File: src/design/spps_pkg.sv
package spps_pkg;

   // Register map.
   localparam logic [15:0] SERIAL_PIN_CTRL_ADDR  = 16'hff91;
   localparam logic [7:0]  SERIAL_PIN_CTRL_RESET = 8'hc0;
   localparam logic [7:0]  SERIAL_PIN_CTRL_WMASK = 8'h3f;
   localparam logic [7:0]  SERIAL_PIN_CTRL_RSVD  = 8'hc0;
   localparam logic [7:0]  UNMAPPED_READ         = 8'h00;

   // Field positions.
   localparam int CH1_RX_POLARITY_INV = 0;
   localparam int CH1_TX_POLARITY_INV = 1;
   localparam int CH2_RX_POLARITY_INV = 2;
   localparam int CH2_TX_POLARITY_INV = 3;
   localparam int CH1_TX_PIN_FUNC_SEL = 4;
   localparam int CH2_TX_PIN_FUNC_SEL = 5;

   // Synchroniser reset level for the receive pins and the transmit-pin readback (lines idle high).
   localparam logic [1:0] RX_SYNC_RESET = 2'h3;

endpackage

File: src/design/spps_rx_sync.sv
`timescale 1ns/1ns
module spps_rx_sync (
   // Clock and reset.
   input  wire logic       i_mclk,
   input  wire logic       i_rstn,
   // Pin levels and synchronised levels.
   input  wire logic [1:0] i_pin,
   output logic      [1:0] o_sync
);

   logic [1:0] stage1;
   logic [1:0] stage2;

   // First stage is read only by the second stage.
   always_ff @(posedge i_mclk or negedge i_rstn) begin
      if (!i_rstn) begin
         stage1 <= spps_pkg::RX_SYNC_RESET;
         stage2 <= spps_pkg::RX_SYNC_RESET;
      end else begin
         stage1 <= i_pin;
         stage2 <= stage1;
      end
   end

   assign o_sync = stage2;

endmodule

File: src/design/spps_top.sv
// Operation
// - Reset loads control register with c0.
// - Top two bits read one, ignore writes.
// - Bit 5 selects channel-two transmit pin function.
// - Bit 4 selects channel-one transmit pin function.
// - Bit 3 inverts channel-two transmit data.
// - Bit 2 inverts channel-two receive data.
// - Bit 1 inverts channel-one transmit data.
// - Bit 0 inverts channel-one receive data.
// - Polarity changes reach the flopped outputs on the clock edge after the register updates.
//
// Local design decision: the address-and-strobe port.
`timescale 1ns/1ns
module spps_top (
   // Clock and reset.
   input  wire logic        i_mclk,
   input  wire logic        i_rstn,
   // Register port.
   input  wire logic [15:0] i_addr,
   input  wire logic [7:0]  i_wdata,
   input  wire logic        i_wr,
   input  wire logic        i_rd,
   output logic      [7:0]  o_rdata,
   // Serial channel side.
   input  wire logic        i_ch1_txd,
   input  wire logic        i_ch2_txd,
   output logic             o_ch1_rxd,
   output logic             o_ch2_rxd,
   // Port logic side.
   input  wire logic        i_port3_bit5_gpio_out,
   input  wire logic        i_port3_bit5_gpio_oe,
   input  wire logic        i_port4_bit2_gpio_out,
   input  wire logic        i_port4_bit2_gpio_oe,
   output logic             o_port3_bit5_gpio_in,
   output logic             o_port4_bit2_gpio_in,
   // Pins; output enables are low while the pin is driven.
   input  wire logic        i_ch1_tx_pin,
   output logic             o_ch1_tx_pin,
   output logic             o_ch1_tx_pin_oe_n,
   input  wire logic        i_ch2_tx_pin,
   output logic             o_ch2_tx_pin,
   output logic             o_ch2_tx_pin_oe_n,
   input  wire logic        i_ch1_rx_pin,
   input  wire logic        i_ch2_rx_pin
);

   ////////////////////////////////////////////////////////////////////////////////

   logic [7:0] serial_pin_ctrl;
   logic [7:0] next_serial_pin_ctrl;
   logic [7:0] next_rdata;
   logic [1:0] rx_sync;
   logic [1:0] tx_pin_sync;
   logic       hit;
   logic       ch1_sel;
   logic       ch2_sel;
   logic       next_ch1_tx_pin;
   logic       next_ch2_tx_pin;
   logic       next_ch1_oe_n;
   logic       next_ch2_oe_n;

   assign hit = (i_addr == spps_pkg::SERIAL_PIN_CTRL_ADDR);

   // Writable bits are stored, reserved bits are forced to one.
   assign next_serial_pin_ctrl = (i_wr && hit)
      ? ((i_wdata & spps_pkg::SERIAL_PIN_CTRL_WMASK) | spps_pkg::SERIAL_PIN_CTRL_RSVD)
      : serial_pin_ctrl;

   assign next_rdata = (i_rd && hit) ? (serial_pin_ctrl | spps_pkg::SERIAL_PIN_CTRL_RSVD)
                     : spps_pkg::UNMAPPED_READ;

   always_ff @(posedge i_mclk or negedge i_rstn) begin
      if (!i_rstn) begin
         serial_pin_ctrl <= spps_pkg::SERIAL_PIN_CTRL_RESET;
         o_rdata         <= spps_pkg::UNMAPPED_READ;
      end else begin
         serial_pin_ctrl <= next_serial_pin_ctrl;
         o_rdata         <= next_rdata;
      end
   end

   ////////////////////////////////////////////////////////////////////////////////

   spps_rx_sync u_rx_sync (
      .i_mclk (i_mclk),
      .i_rstn (i_rstn),
      .i_pin  ({i_ch2_rx_pin, i_ch1_rx_pin}),
      .o_sync (rx_sync)
   );

   spps_rx_sync u_tx_pin_sync (
      .i_mclk (i_mclk),
      .i_rstn (i_rstn),
      .i_pin  ({i_ch2_tx_pin, i_ch1_tx_pin}),
      .o_sync (tx_pin_sync)
   );

   ////////////////////////////////////////////////////////////////////////////////

   assign ch1_sel = serial_pin_ctrl[spps_pkg::CH1_TX_PIN_FUNC_SEL];
   assign ch2_sel = serial_pin_ctrl[spps_pkg::CH2_TX_PIN_FUNC_SEL];

   // Transmit pins: serial data xor polarity, or the port bit. The only flop is the
   // output flop that every top output needs; the xor itself adds nothing. Software must
   // select the serial function before enabling its transmitter.
   assign next_ch1_tx_pin = ch1_sel
      ? (i_ch1_txd ^ serial_pin_ctrl[spps_pkg::CH1_TX_POLARITY_INV])
      : i_port3_bit5_gpio_out;
   assign next_ch2_tx_pin = ch2_sel
      ? (i_ch2_txd ^ serial_pin_ctrl[spps_pkg::CH2_TX_POLARITY_INV])
      : i_port4_bit2_gpio_out;
   assign next_ch1_oe_n = ch1_sel ? 1'h0 : !i_port3_bit5_gpio_oe;
   assign next_ch2_oe_n = ch2_sel ? 1'h0 : !i_port4_bit2_gpio_oe;

   always_ff @(posedge i_mclk or negedge i_rstn) begin
      if (!i_rstn) begin
         o_ch1_tx_pin         <= 1'h1;
         o_ch2_tx_pin         <= 1'h1;
         o_ch1_tx_pin_oe_n    <= 1'h1;
         o_ch2_tx_pin_oe_n    <= 1'h1;
         o_ch1_rxd            <= 1'h1;
         o_ch2_rxd            <= 1'h1;
         o_port3_bit5_gpio_in <= 1'h1;
         o_port4_bit2_gpio_in <= 1'h1;
      end else begin
         o_ch1_tx_pin         <= next_ch1_tx_pin;
         o_ch2_tx_pin         <= next_ch2_tx_pin;
         o_ch1_tx_pin_oe_n    <= next_ch1_oe_n;
         o_ch2_tx_pin_oe_n    <= next_ch2_oe_n;
         // Receive inversion; the polarity bit acts on the next edge. Software changes
         // it only while the receiver ignores the line.
         o_ch1_rxd <= rx_sync[0] ^ serial_pin_ctrl[spps_pkg::CH1_RX_POLARITY_INV];
         o_ch2_rxd <= rx_sync[1] ^ serial_pin_ctrl[spps_pkg::CH2_RX_POLARITY_INV];
         o_port3_bit5_gpio_in <= tx_pin_sync[0];
         o_port4_bit2_gpio_in <= tx_pin_sync[1];
      end
   end

endmodule

File: config.mk
export PLATFORM = sky130hd
export DESIGN_NAME = spps_top
export DESIGN_NICKNAME = d
export VERILOG_FILES = /design/src/design/spps_pkg.sv /design/src/design/spps_rx_sync.sv /design/src/design/spps_top.sv
export SDC_FILE = /design/constraint.sdc
export NUM_CORES = 1
export LEC_CHECK = 0
export BUFFER_PORTS_ARGS = -buffer_cell sky130_fd_sc_hd__clkbuf_2
export CORE_MARGIN = 2
export CORE_UTILIZATION = 40
export DETAILED_ROUTE_END_ITERATION = 6
export PLACE_DENSITY = 0.81
export SYNTH_ARGS = -nofsm -noshare
export SYNTH_HDL_FRONTEND = slang
export SYNTH_SLANG_ARGS = --single-unit
File: constraint.sdc
create_clock -name i_mclk -period 1.5 [get_ports i_mclk]
set_clock_uncertainty 0.05 [all_clocks]
set_input_delay 0.15 -clock i_mclk [delete_from_list [all_inputs] [get_ports i_mclk]]
set_output_delay 0.15 -clock i_mclk [all_outputs]
set_load 0.05 [all_outputs]
## Yosys cells after proc, flatten, opt, wreduce, memory -nomap -nowiden

Index checks and enable logic that the tools add are counted.

| cells by class | value |
|---|---|
| reduce and logical (&&, ||, !) cells | 4 |
| muxes and demuxes | 5 |
| bitwise logic cells | 4 |
| equality and inequality tests | 1 |

Operators by type and width:

| kind | count |
|---|---|
| equality test 16 bit, second input constant | 1 |
| 2-to-1 mux 8 bit | 1 |
| 2-to-1 mux 1 bit | 4 |
| XOR 1 bit | 4 |
| logical AND 1 bit | 2 |
| logical NOT 1 bit | 2 |

| storage, ports and cells | value |
|---|---|
| word-level logic and storage cells | 28 |
| input port bits | 38 |
| output and inout port bits | 16 |
| flip-flop bits (word level) | 30 |

## Depth between registers and ports, before layout

Gate-level depths: netlist of run 1.

| logic depth | value |
|---|---|
| depth after elaboration | 3 |
| gate-level depth with buffers | 4 |
| depth with buffers taken out | 4 |

## Cells and area by module

A second synthesis of run 1 with hierarchy kept.

| second synthesis, totals | value |
|---|---|
| cells, all modules | 60 |
| area total of the unflattened synthesis | 1058.5 um2 |

By module, submodules not included:

| module | cells each | instances | seq. area each (um2) | area an instance (um2) |
|---|---|---|---|---|
| spps_top | 52 | 1 | 535.5 | 848.3 |
| spps_rx_sync | 4 | 2 | 105.1 | 105.1 |

## Worst setup path after synthesis of run 1

OpenSTA, ideal clock, no wires.

| path | value |
|---|---|
| path type | input -> register |
| start | input i_addr[3] |
| end | register serial_pin_ctrl[0] |
| path buffers | 0 |
| required time | 1.325 ns |
| library setup time | 0.125 ns |
| data arrival time | 1.243 ns |
| slack | 0.083 ns |
| stages on the path | 4 |
| path through | or4b_4 > nor4_4 > nand2_2 > mux2_2 |

| on the way | value |
|---|---|
| longest elaborated chain between the ends | 2 |

Ends and longest elaborated chain:

| element | RTL line | source |
|---|---|---|
| start, declared | spps_top.sv:19 | `input wire logic [15:0] i_addr,` |
| equality test 16 bit | spps_top.sv:62 | `assign hit = (i_addr == spps_pkg::SERIAL_PIN_CTRL_ADDR);` |
| logical AND 1 bit | spps_top.sv:65 | `assign next_serial_pin_ctrl = (i_wr && hit)` |
| end signal, assigned | spps_top.sv:74 | `serial_pin_ctrl <= spps_pkg::SERIAL_PIN_CTRL_RESET;` |
| end signal, assigned | spps_top.sv:77 | `serial_pin_ctrl <= next_serial_pin_ctrl;` |
| end, declared | spps_top.sv:49 | `logic [7:0] serial_pin_ctrl;` |

Every way passes these cells.
A chain may end at the register's enable or synchronous reset.

## Final worst setup path of run 1

| path | value |
|---|---|
| start | register o_port3_bit5_gpio_in |
| end | output o_port3_bit5_gpio_in |

RTL lines:

| element | RTL line | source |
|---|---|---|
| start, declared | spps_top.sv:34 | `output logic o_port3_bit5_gpio_in,` |
| start signal, assigned | spps_top.sv:134 | `o_port3_bit5_gpio_in <= tx_pin_sync[0];` |

No word-level cell between the ends.

==> results.cfg, run 1 <==
[sta]
slew_viol_final = 0
hold_viol = 0
fmax_mhz = 770
rsz0062_at_grt = false
fin_crit_sh_pct = 86.5
setup_viol = 0
final.min_clock_period_ns = 1.30
worstMarginPinSlew_ns = 0.655
fin_tns_setup_ns = 0
maxSlewHeadroom_pct = 56.3

[clock_network]
path_clk_slew_ns = 0.08
root_buffer = clkbuf_4
htreeDepth = 2
clk_latency_ns = 0.30
cts_resized = 0
post_cts_buffers = 0
cts_buffer_depth = 2
cts_tree = built
cts_sinks = 29
numCtsBuffers = 5

[route]
vias = 668
top_layer_used = met4
viasPerCell = 4.20
first_iter_violations = 0
drc = 0
wirelength_um = 1790
wl_met2_um = 895
wl_met3_um = 142
wl_met1_um = 719
wl_per_cell_um = 11.2
firstDrtPassIters = 1
detail-route-antenna-nets = 0

[power_and_ir_drop]
total_power_mw = 1.48
peakVddDrop_uv = 695
leakage_nw = 0.780
power_density_nw_per_um2 = 1010

[floorplanning]
die_w_um = 54.1
placementRows = 18
start_util_pct = 41.2
num_io_pins = 54
die-area_um2 = 2920
die_height_um = 54.1
core_area_um2 = 2430

[critical_path]
max_stage_delay_ns = 0.53
path_cells = clkbuf_2
worst_path_dominant_cell_family = flip-flops
path_buf_inv = 1
crit_type = flop to output port
r2r_cells = 1
critPathMaxFanout = 1
cp_data_required_time_ns = 1.30
critPathCaptureType = output port
cp_slowest_cell = dfstp_2
cp.depth = 1
critPathLaunchType = flop
cp.arrival_ns = 1.10

[yosys]
syn_nets = 98
synthCells = 60
synth-seq-cells = 29
synth_area_um2 = 1000
ys.warnings.count = 0
ys_types = 16
ys_seq_area_share_pct = 74.4
synth.avg_cell_area_um2 = 16.7

[min_path]
hold_path.class = input pin to flop
hold_depth = 2

[global_routing]
antenna_found_initial = 0
grt_pass1_vias = 661
grt_pass1_wl_um = 2900
grt_remaining_overflow = 0
grtUsageTotal_pct = 14.6
grt_max_degree = 30

[place]
io_buffers = 51
place.gp.congestion = 0.703
place_area_um2 = 1300

[layout]
area_growth_pct = 45.9
nFillCells = 180
antennaDiodeCount = 0
layout.nets = 166
final_area_um2 = 1460
drive_gt1_share_pct = 67.4

[status]
status = finished, final reports clean

[run]
max_cap_violations = 0
==> cell type report <==
class                      count  area, um2  area share [%]
multi-input combinational     30        249            17.0
clock buffer                   7       65.1            4.45
tap                           30       37.5            2.57
clock inverter                 1       5.00           0.342
sequential                    29        746            51.0
timing repair buffer          62        360            24.6
==> cell usage in the layout, fill, tap and decap left out, drive strengths merged <==
cell	Yosys	final
and2	1	1
or4b	1	1
a21oi	2	2
mux2	6	6
nor4	2	2
nor2	4	4
clkinv	0	1
xor2	2	2
dlygate4sd3	0	9
nand2	1	1
dfrtp	13	13
clkbuf	0	58
buf	1	2
nand4bb	1	1
and3	6	6
dfstp	16	16
xnor2	2	2
nand4	2	2
==> through the flow <==
step           worst slack, ns  util, %  instances  hold WS [ns]
3_3_place_gp           -0.0454     53.5        142         0.145
2_1_floorplan           0.0828        -         60        -0.196
5_1_grt                  0.149     60.1        159        0.0207
6_report                 0.202     60.1        159        0.0321
4_1_cts                  0.183     60.1        159        0.0206
3_5_place_dp           -0.0717     53.5        142         0.156
==> path summary, 6_finish.rpt <==
kind,to,start,slack (ns)
max,o_port3_bit5_gpio_in,o_port3_bit5_gpio_in,0.20
max reg2reg,serial_pin_ctrl[5],serial_pin_ctrl[5],0.64
max in group asynchronous,serial_pin_ctrl[1],i_rstn,0.62
min in group asynchronous,o_rdata[0],i_rstn,0.35
min,serial_pin_ctrl[2],i_wdata[2],0.03
min reg2reg,u_tx_pin_sync.o_sync[0],u_tx_pin_sync.stage1[0],0.31
==> power by group <==
group	switching, mW	internal (mW)	total, mW
logic	0.0817	0.0629	0.145
registers	0.00716	0.820	0.828
clock network	0.238	0.271	0.509
total	0.327	1.15	1.48
==> sequential cells by signal, summed over array words and instances (netlist names) <==
name	cells
u_rx_sync.o_sync	2
u_tx_pin_sync.stage1	2
o_ch1_tx_pin_oe_n	1
serial_pin_ctrl	6
u_rx_sync.stage1	2
o_ch1_rxd	1
u_tx_pin_sync.o_sync	2
o_port3_bit5_gpio_in	1
o_port4_bit2_gpio_in	1
o_rdata	7
o_ch2_rxd	1
o_ch1_tx_pin	1
o_ch2_tx_pin	1
o_ch2_tx_pin_oe_n	1
==> kinds of logic (layout without fill, tap and decap cells) <==
kind of cell,Yosys count,after routing,share of synthesized area (%)
multiplexers,6,6,6.74
XOR/XNOR,4,4,3.50
flip-flops,29,29,74.4
AO/OA/AOI/OAI,2,2,0.999
AND/OR/NAND/NOR,18,18,13.6
buffers and inverters,1,70,0.749
==> per-layer routing <==
metal | vias to the layer above | global-route usage [%]
li1 | 346 | -
met1 | 293 | 16.9
met2 | 25 | 22.8
met3 | 4 | 5.83
met4 | 0 | 8.33
met5 | - | 0
==> synth_stat cells <==
cell type / number / area (um2)
a21oi_1: 2 / 10.0
and2_1: 1 / 6.26
and3_1: 6 / 37.5
buf_4: 1 / 7.51
dfrtp_1: 13 / 325
dfstp_2: 16 / 420
mux2_2: 6 / 67.6
nand2_2: 1 / 6.26
nand4_1: 2 / 12.5
nand4bb_1: 1 / 11.3
nor2_1: 4 / 15.0
nor4_2: 1 / 12.5
nor4_4: 1 / 21.3
or4b_4: 1 / 13.8
xnor2_1: 2 / 17.5
xor2_1: 2 / 17.5
==> what timing repair did <==
item,in CTS,in global routing
hold endpoints to repair,21,0
setup endpoints to repair,0,0
hold buffers,9,0
Power figures use the tool's default switching activity.
==> run 2: changes to the inputs <==
--- a/config.mk
+++ b/config.mk
@@ -6,10 +6,12 @@
 export NUM_CORES = 1
 export LEC_CHECK = 0
 export BUFFER_PORTS_ARGS = -buffer_cell sky130_fd_sc_hd__clkbuf_2
+export CORE_ASPECT_RATIO = 1.1
 export CORE_MARGIN = 2
 export CORE_UTILIZATION = 40
 export DETAILED_ROUTE_END_ITERATION = 6
 export PLACE_DENSITY = 0.81
+export SKIP_CTS_REPAIR_TIMING = 1
 export SYNTH_ARGS = -nofsm -noshare
 export SYNTH_HDL_FRONTEND = slang
 export SYNTH_SLANG_ARGS = --single-unit
==> constraint.sdc (replaced) <==
create_clock -name i_mclk -period 1.4 [get_ports i_mclk]
set_clock_uncertainty 0.05 [all_clocks]
set_input_delay 0.14 -clock i_mclk [delete_from_list [all_inputs] [get_ports i_mclk]]
set_output_delay 0.14 -clock i_mclk [all_outputs]
set_load 0.05 [all_outputs]
==> run 2 against run 1 <==
Sequential share of layout area is 0.26 points higher. Die area about the same. Sequential cell count unchanged. Via count up 6.7%.
==> results.cfg, run 2 (synthesized netlist as in run 1, its figures left out) <==
[min_path]
hold_start = i_wdata[3]
holdPathEnd = serial_pin_ctrl[3]
hold_path.class = input pin to flop
hold_depth = 2

[critical_path]
r2r_cells = 1
crit_type = flop to output port
worst_path_dominant_cell_family = flip-flops
r2r-start = serial_pin_ctrl[5]
r2r_end = serial_pin_ctrl[5]
cp_data_required_time_ns = 1.21
max_stage_delay_ns = 0.52
critPathLaunchType = flop
cp_slowest_cell = dfstp_2
path_cells = clkbuf_2
rrSetupSlack_ns = 0.54
cp.arrival_ns = 1.10
critPathMaxFanout = 1
path_buf_inv = 1
critPathCaptureType = output port

[global_routing]
antenna_found_initial = 0
grt_pass1_vias = 689
grtUsageTotal_pct = 13.7
grt_max_degree = 30
grt_remaining_overflow = 0
grt_pass1_wl_um = 2730

[layout]
layout.nets = 167
final_cell_mix = clkbuf_2 (51), dfstp_2 (16), dfrtp_1 (13), dlygate4sd3_1 (11)
largest_reg_flops = 7
nFillCells = 220
largest_register = o_rdata
final_common_cell = clkbuf_2
reg.largest.list = o_rdata (7), serial_pin_ctrl (6)
area_growth_pct = 45.2
multi_input_area_um2 = 249
ff_latch_area_um2 = 746
antennaDiodeCount = 0
drive_gt1_share_pct = 63.8

[clock_network]
htreeDepth = 2
path_clk_slew_ns = 0.08
clk_latency_ns = 0.31
cts_sinks = 29
root_buffer = clkbuf_4
cts_tree = built
numCtsBuffers = 5
cts_buffer_depth = 2

[floorplanning]
die-area_um2 = 2920
start_util_pct = 40.9
core_area_um2 = 2450
placementRows = 19
die_w_um = 51.7
die_height_um = 56.5
num_io_pins = 54

[route]
drc = 0
vias = 713
wl_per_cell_um = 11.5
firstDrtPassIters = 2
viasPerCell = 4.43
wirelength_um = 1850
first_iter_violations = 2
detail-route-antenna-nets = 0

[power_and_ir_drop]
peakVddDrop_uv = 654
total_power_mw = 1.49
leakage_nw = 0.769
power_density_nw_per_um2 = 1030

[status]
status = finished, final reports clean

[sta]
rsz0062_at_grt = false
worstMarginPinSlew_ns = 0.629
slew_viol_final = 0
fin_crit_sh_pct = 92.1
setup_viol = 0
fmax_mhz = 776
maxSlewHeadroom_pct = 58.1
final.min_clock_period_ns = 1.29
hold_viol = 0
whs_ns = 0.00288

[place]
io_buffers = 51
place.gp.congestion = 0.699

[run]
max_cap_violations = 0
[run 2: cell types whose count changed in the layout (fill, tap and decap cells not counted)]
cell / delta
clkbuf_8: -2
clkbuf_1: +3
clkinv_2: -1
buf_4: -1
dlygate4sd3_1: +2
[run 2: per-stage QoR]
step | setup slack, ns | cell area [um2] | TNS (ns) | std cells | util (%)
2_1_floorplan | -0.00721 | 1000 | -0.0432 | 60 | -
5_1_grt | 0.0618 | 1460 | 0 | 161 | 59.4
4_1_cts | 0.0839 | 1350 | 0 | 150 | 54.9
3_5_place_dp | -0.156 | 1300 | -0.923 | 142 | 52.9
6_report | 0.111 | 1460 | 0 | 161 | 59.4
3_3_place_gp | -0.121 | 1300 | -0.722 | 142 | 52.9
[run 2: worst max-delay path by stage]
stage,end,from,depth (start not counted)
floorplan,serial_pin_ctrl[0],i_addr[3],4
global placement,serial_pin_ctrl[0],i_addr[3],5
detailed placement,serial_pin_ctrl[2],i_addr[3],5
CTS,o_port3_bit5_gpio_in,o_port3_bit5_gpio_in,1
global route,o_ch1_rxd,o_ch1_rxd,1
finish,o_ch1_rxd,o_ch1_rxd,1
[run 2: power breakdown]
part           internal (mW)  total, mW  leakage [nW]  switching [mW]
Combinational         0.0702      0.160         0.393          0.0894
Sequential             0.879      0.886         0.350         0.00674
Clock                  0.200      0.447        0.0265           0.248
Total                   1.15       1.49         0.769           0.344
[run 2: layout make-up]
cell class,count,share of cell area [%]
repair buffers,63,25.6
multi-input cells,30,17.1
flip-flops and latches,29,51.2
well taps,31,2.67
clock buffers,8,3.35
[run 2: per-layer routing]
| metal | global-route usage [%] | routed length (um) | vias to the layer above |
|---|---|---|---|
| li1 | - | - | 345 |
| met1 | 12.4 | 609 | 325 |
| met2 | 23.3 | 1010 | 38 |
| met3 | 5.85 | 168 | 5 |
| met4 | 10.2 | 53 | 0 |
| met5 | 0 | 0 | - |
==> run 3: changes to the inputs <==
--- a/config.mk
+++ b/config.mk
@@ -8,9 +8,10 @@
 export BUFFER_PORTS_ARGS = -buffer_cell sky130_fd_sc_hd__clkbuf_2
 export CORE_ASPECT_RATIO = 1.1
 export CORE_MARGIN = 2
-export CORE_UTILIZATION = 40
+export CORE_UTILIZATION = 38
 export DETAILED_ROUTE_END_ITERATION = 6
-export PLACE_DENSITY = 0.81
+export GPL_TIMING_DRIVEN = 0
+export PLACE_DENSITY = 0.8
 export SKIP_CTS_REPAIR_TIMING = 1
 export SYNTH_ARGS = -nofsm -noshare
 export SYNTH_HDL_FRONTEND = slang
==> constraint.sdc (replaced) <==
create_clock -name i_mclk -period 1.1 [get_ports i_mclk]
set_clock_uncertainty 0.05 [all_clocks]
set_input_delay 0.11 -clock i_mclk [delete_from_list [all_inputs] [get_ports i_mclk]]
set_output_delay 0.11 -clock i_mclk [all_outputs]
set_load 0.05 [all_outputs]
==> run 3 against run 2 <==
The flow now finishes with violations (negative setup slack). Sequential power up 28%. First-iteration DRC count down 50%. Hold slack better by 0.0047 ns. Final area increased by 11%. Via count is 2.7% higher. Die area is 4.9% higher. Global-route usage about the same. Worst setup slack lost 0.20 ns. Critical path depth rose by 4. Critical path type is now input pin to flop. Critical endpoint is now serial_pin_ctrl[5]. Largest power group unchanged.
==> results.cfg, run 3 (synthesized netlist as in run 1, its figures left out) <==
[critical_path]
crit_end = serial_pin_ctrl[5]
r2r_cells = 1
cp_data_required_time_ns = 1.25
critPathLaunchType = input pin
critPathCaptureType = flop
crit_type = input pin to flop
r2r-start = serial_pin_ctrl[5]
cp-startpoint = i_addr[3]
rrSetupSlack_ns = 0.24
critPathMaxFanout = 6
cp.arrival_ns = 1.34
r2r_end = serial_pin_ctrl[5]

[clock_network]
clk_latency_ns = 0.32
root_buffer = clkbuf_4
cts_buffer_depth = 2
path_clk_slew_ns = 0.07
htreeDepth = 2
cts_tree = built
numCtsBuffers = 5
cts_sinks = 29

[global_routing]
grt_max_degree = 30
grt_remaining_overflow = 0
antenna_found_initial = 0
grt_pass1_vias = 701
grt_pass1_wl_um = 2900
grtUsageTotal_pct = 13.7

[route]
firstDrtPassIters = 4
detail-route-antenna-nets = 0
vias = 732
drc = 0
wirelength_um = 1840
first_iter_violations = 1
viasPerCell = 4.44
wl_per_cell_um = 11.1

[sta]
maxSlewHeadroom_pct = 57.4
setup_viol = 22
fin_crit_sh_pct = 108
slew_viol_final = 0
fin_tns_setup_ns = -1.21
finalWorstSetupSlack_ns = -0.0884
final.min_clock_period_ns = 1.19
hold_viol = 0
rsz0062_at_grt = true
fmax_mhz = 841
worstMarginPinSlew_ns = 0.639

[place]
place.gp.congestion = 0.698
io_buffers = 51
place_area_um2 = 1300
hpwl_um = 1310

[power_and_ir_drop]
leakage_nw = 0.829
power_density_nw_per_um2 = 1240
peakVddDrop_uv = 997

[layout]
layout.nets = 172
final_common_cell = clkbuf_2
largest_reg_flops = 7
area_growth_pct = 61.2
reg.largest.list = o_rdata (7), serial_pin_ctrl (6)
antennaDiodeCount = 0
largest_register = o_rdata
final_core_util_pct = 64.7
nFillCells = 202
drive_gt1_share_pct = 62.7
final_area_um2 = 1620
final_cell_mix = clkbuf_2 (35), dlygate4sd3_1 (16), dfstp_2 (16), dfrtp_1 (13), buf_8 (8)

[floorplanning]
num_io_pins = 54
die-area_um2 = 3060
die_w_um = 53.0
core_area_um2 = 2500
start_util_pct = 40.2
placementRows = 19
die_height_um = 57.9

[status]
violations = negative setup slack
status = finished, violations left

[run]
max_cap_violations = 0

[min_path]
hold_path.class = input pin to flop
## run 3: cell count changes in the layout (fill, tap and decap cells not counted)
cell	change
clkbuf_2	-16
buf_8	+8
dlygate4sd3_1	+5
buf_2	+3
buf_6	+3
clkbuf_1	-2
buf_4	+1
clkbuf_4	+1
clkbuf_8	+1
## run 3: per-stage QoR
step                cells  setup WS, ns  hold slack [ns]  power (mW)
detailed placement    142        -0.443            0.117        1.32
CTS                   149        -0.182           -0.239        1.94
global placement      142        -0.412           0.0963        1.31
global route          165        -0.146          0.00764        2.10
finish                165       -0.0884          0.00754        2.00
floorplan              60        -0.277           -0.236        1.22
## run 3: power breakdown
part | internal [mW] | switching [mW]
clock | 0.301 | 0.318
combinational | 0.130 | 0.115
sequential | 1.12 | 0.0139
total | 1.55 | 0.447
## run 3: final cells by class
| type | instances | area (um2) | share of cell area [%] |
|---|---|---|---|
| Clock buffer | 7 | 55.1 | 3.41 |
| Sequential cell | 29 | 746 | 46.2 |
| Timing Repair Buffer | 67 | 515 | 31.9 |
| Multi-Input combinational cell | 30 | 249 | 15.4 |
| Buffer | 1 | 11.3 | 0.697 |
| Tap cell | 31 | 38.8 | 2.40 |
## run 3: worst min-delay path by stage
stage,to,slack [ns],depth (start not counted),startpoint
after floorplan,o_rdata[0],-0.24,0,i_rstn
after global placement,serial_pin_ctrl[0],0.1,1,i_rstn
after detailed placement,o_rdata[0],0.12,1,i_rstn
after CTS,serial_pin_ctrl[0],-0.24,1,i_rstn
after global routing,o_ch2_tx_pin,0.008,3,i_ch2_txd
final,o_ch2_tx_pin,0.008,3,i_ch2_txd
## run 3: per-layer routing
| metal | global-route usage [%] | share of wire (%) | vias to the layer above |
|---|---|---|---|
| met5 | 0 | 0 | - |
| met4 | 8.79 | 4.0 | 0 |
| met3 | 6.19 | 8.0 | 8 |
| met2 | 21.8 | 54 | 38 |
| met1 | 14.4 | 34 | 332 |
| li1 | - | - | 354 |
## run 3: worst max-delay path, cell delays in order
cell and delay (ns):
clkbuf_2 0.08, or4b_4 0.55, nor4_4 0.15, nand2_2 0.15, mux2_2 0.30
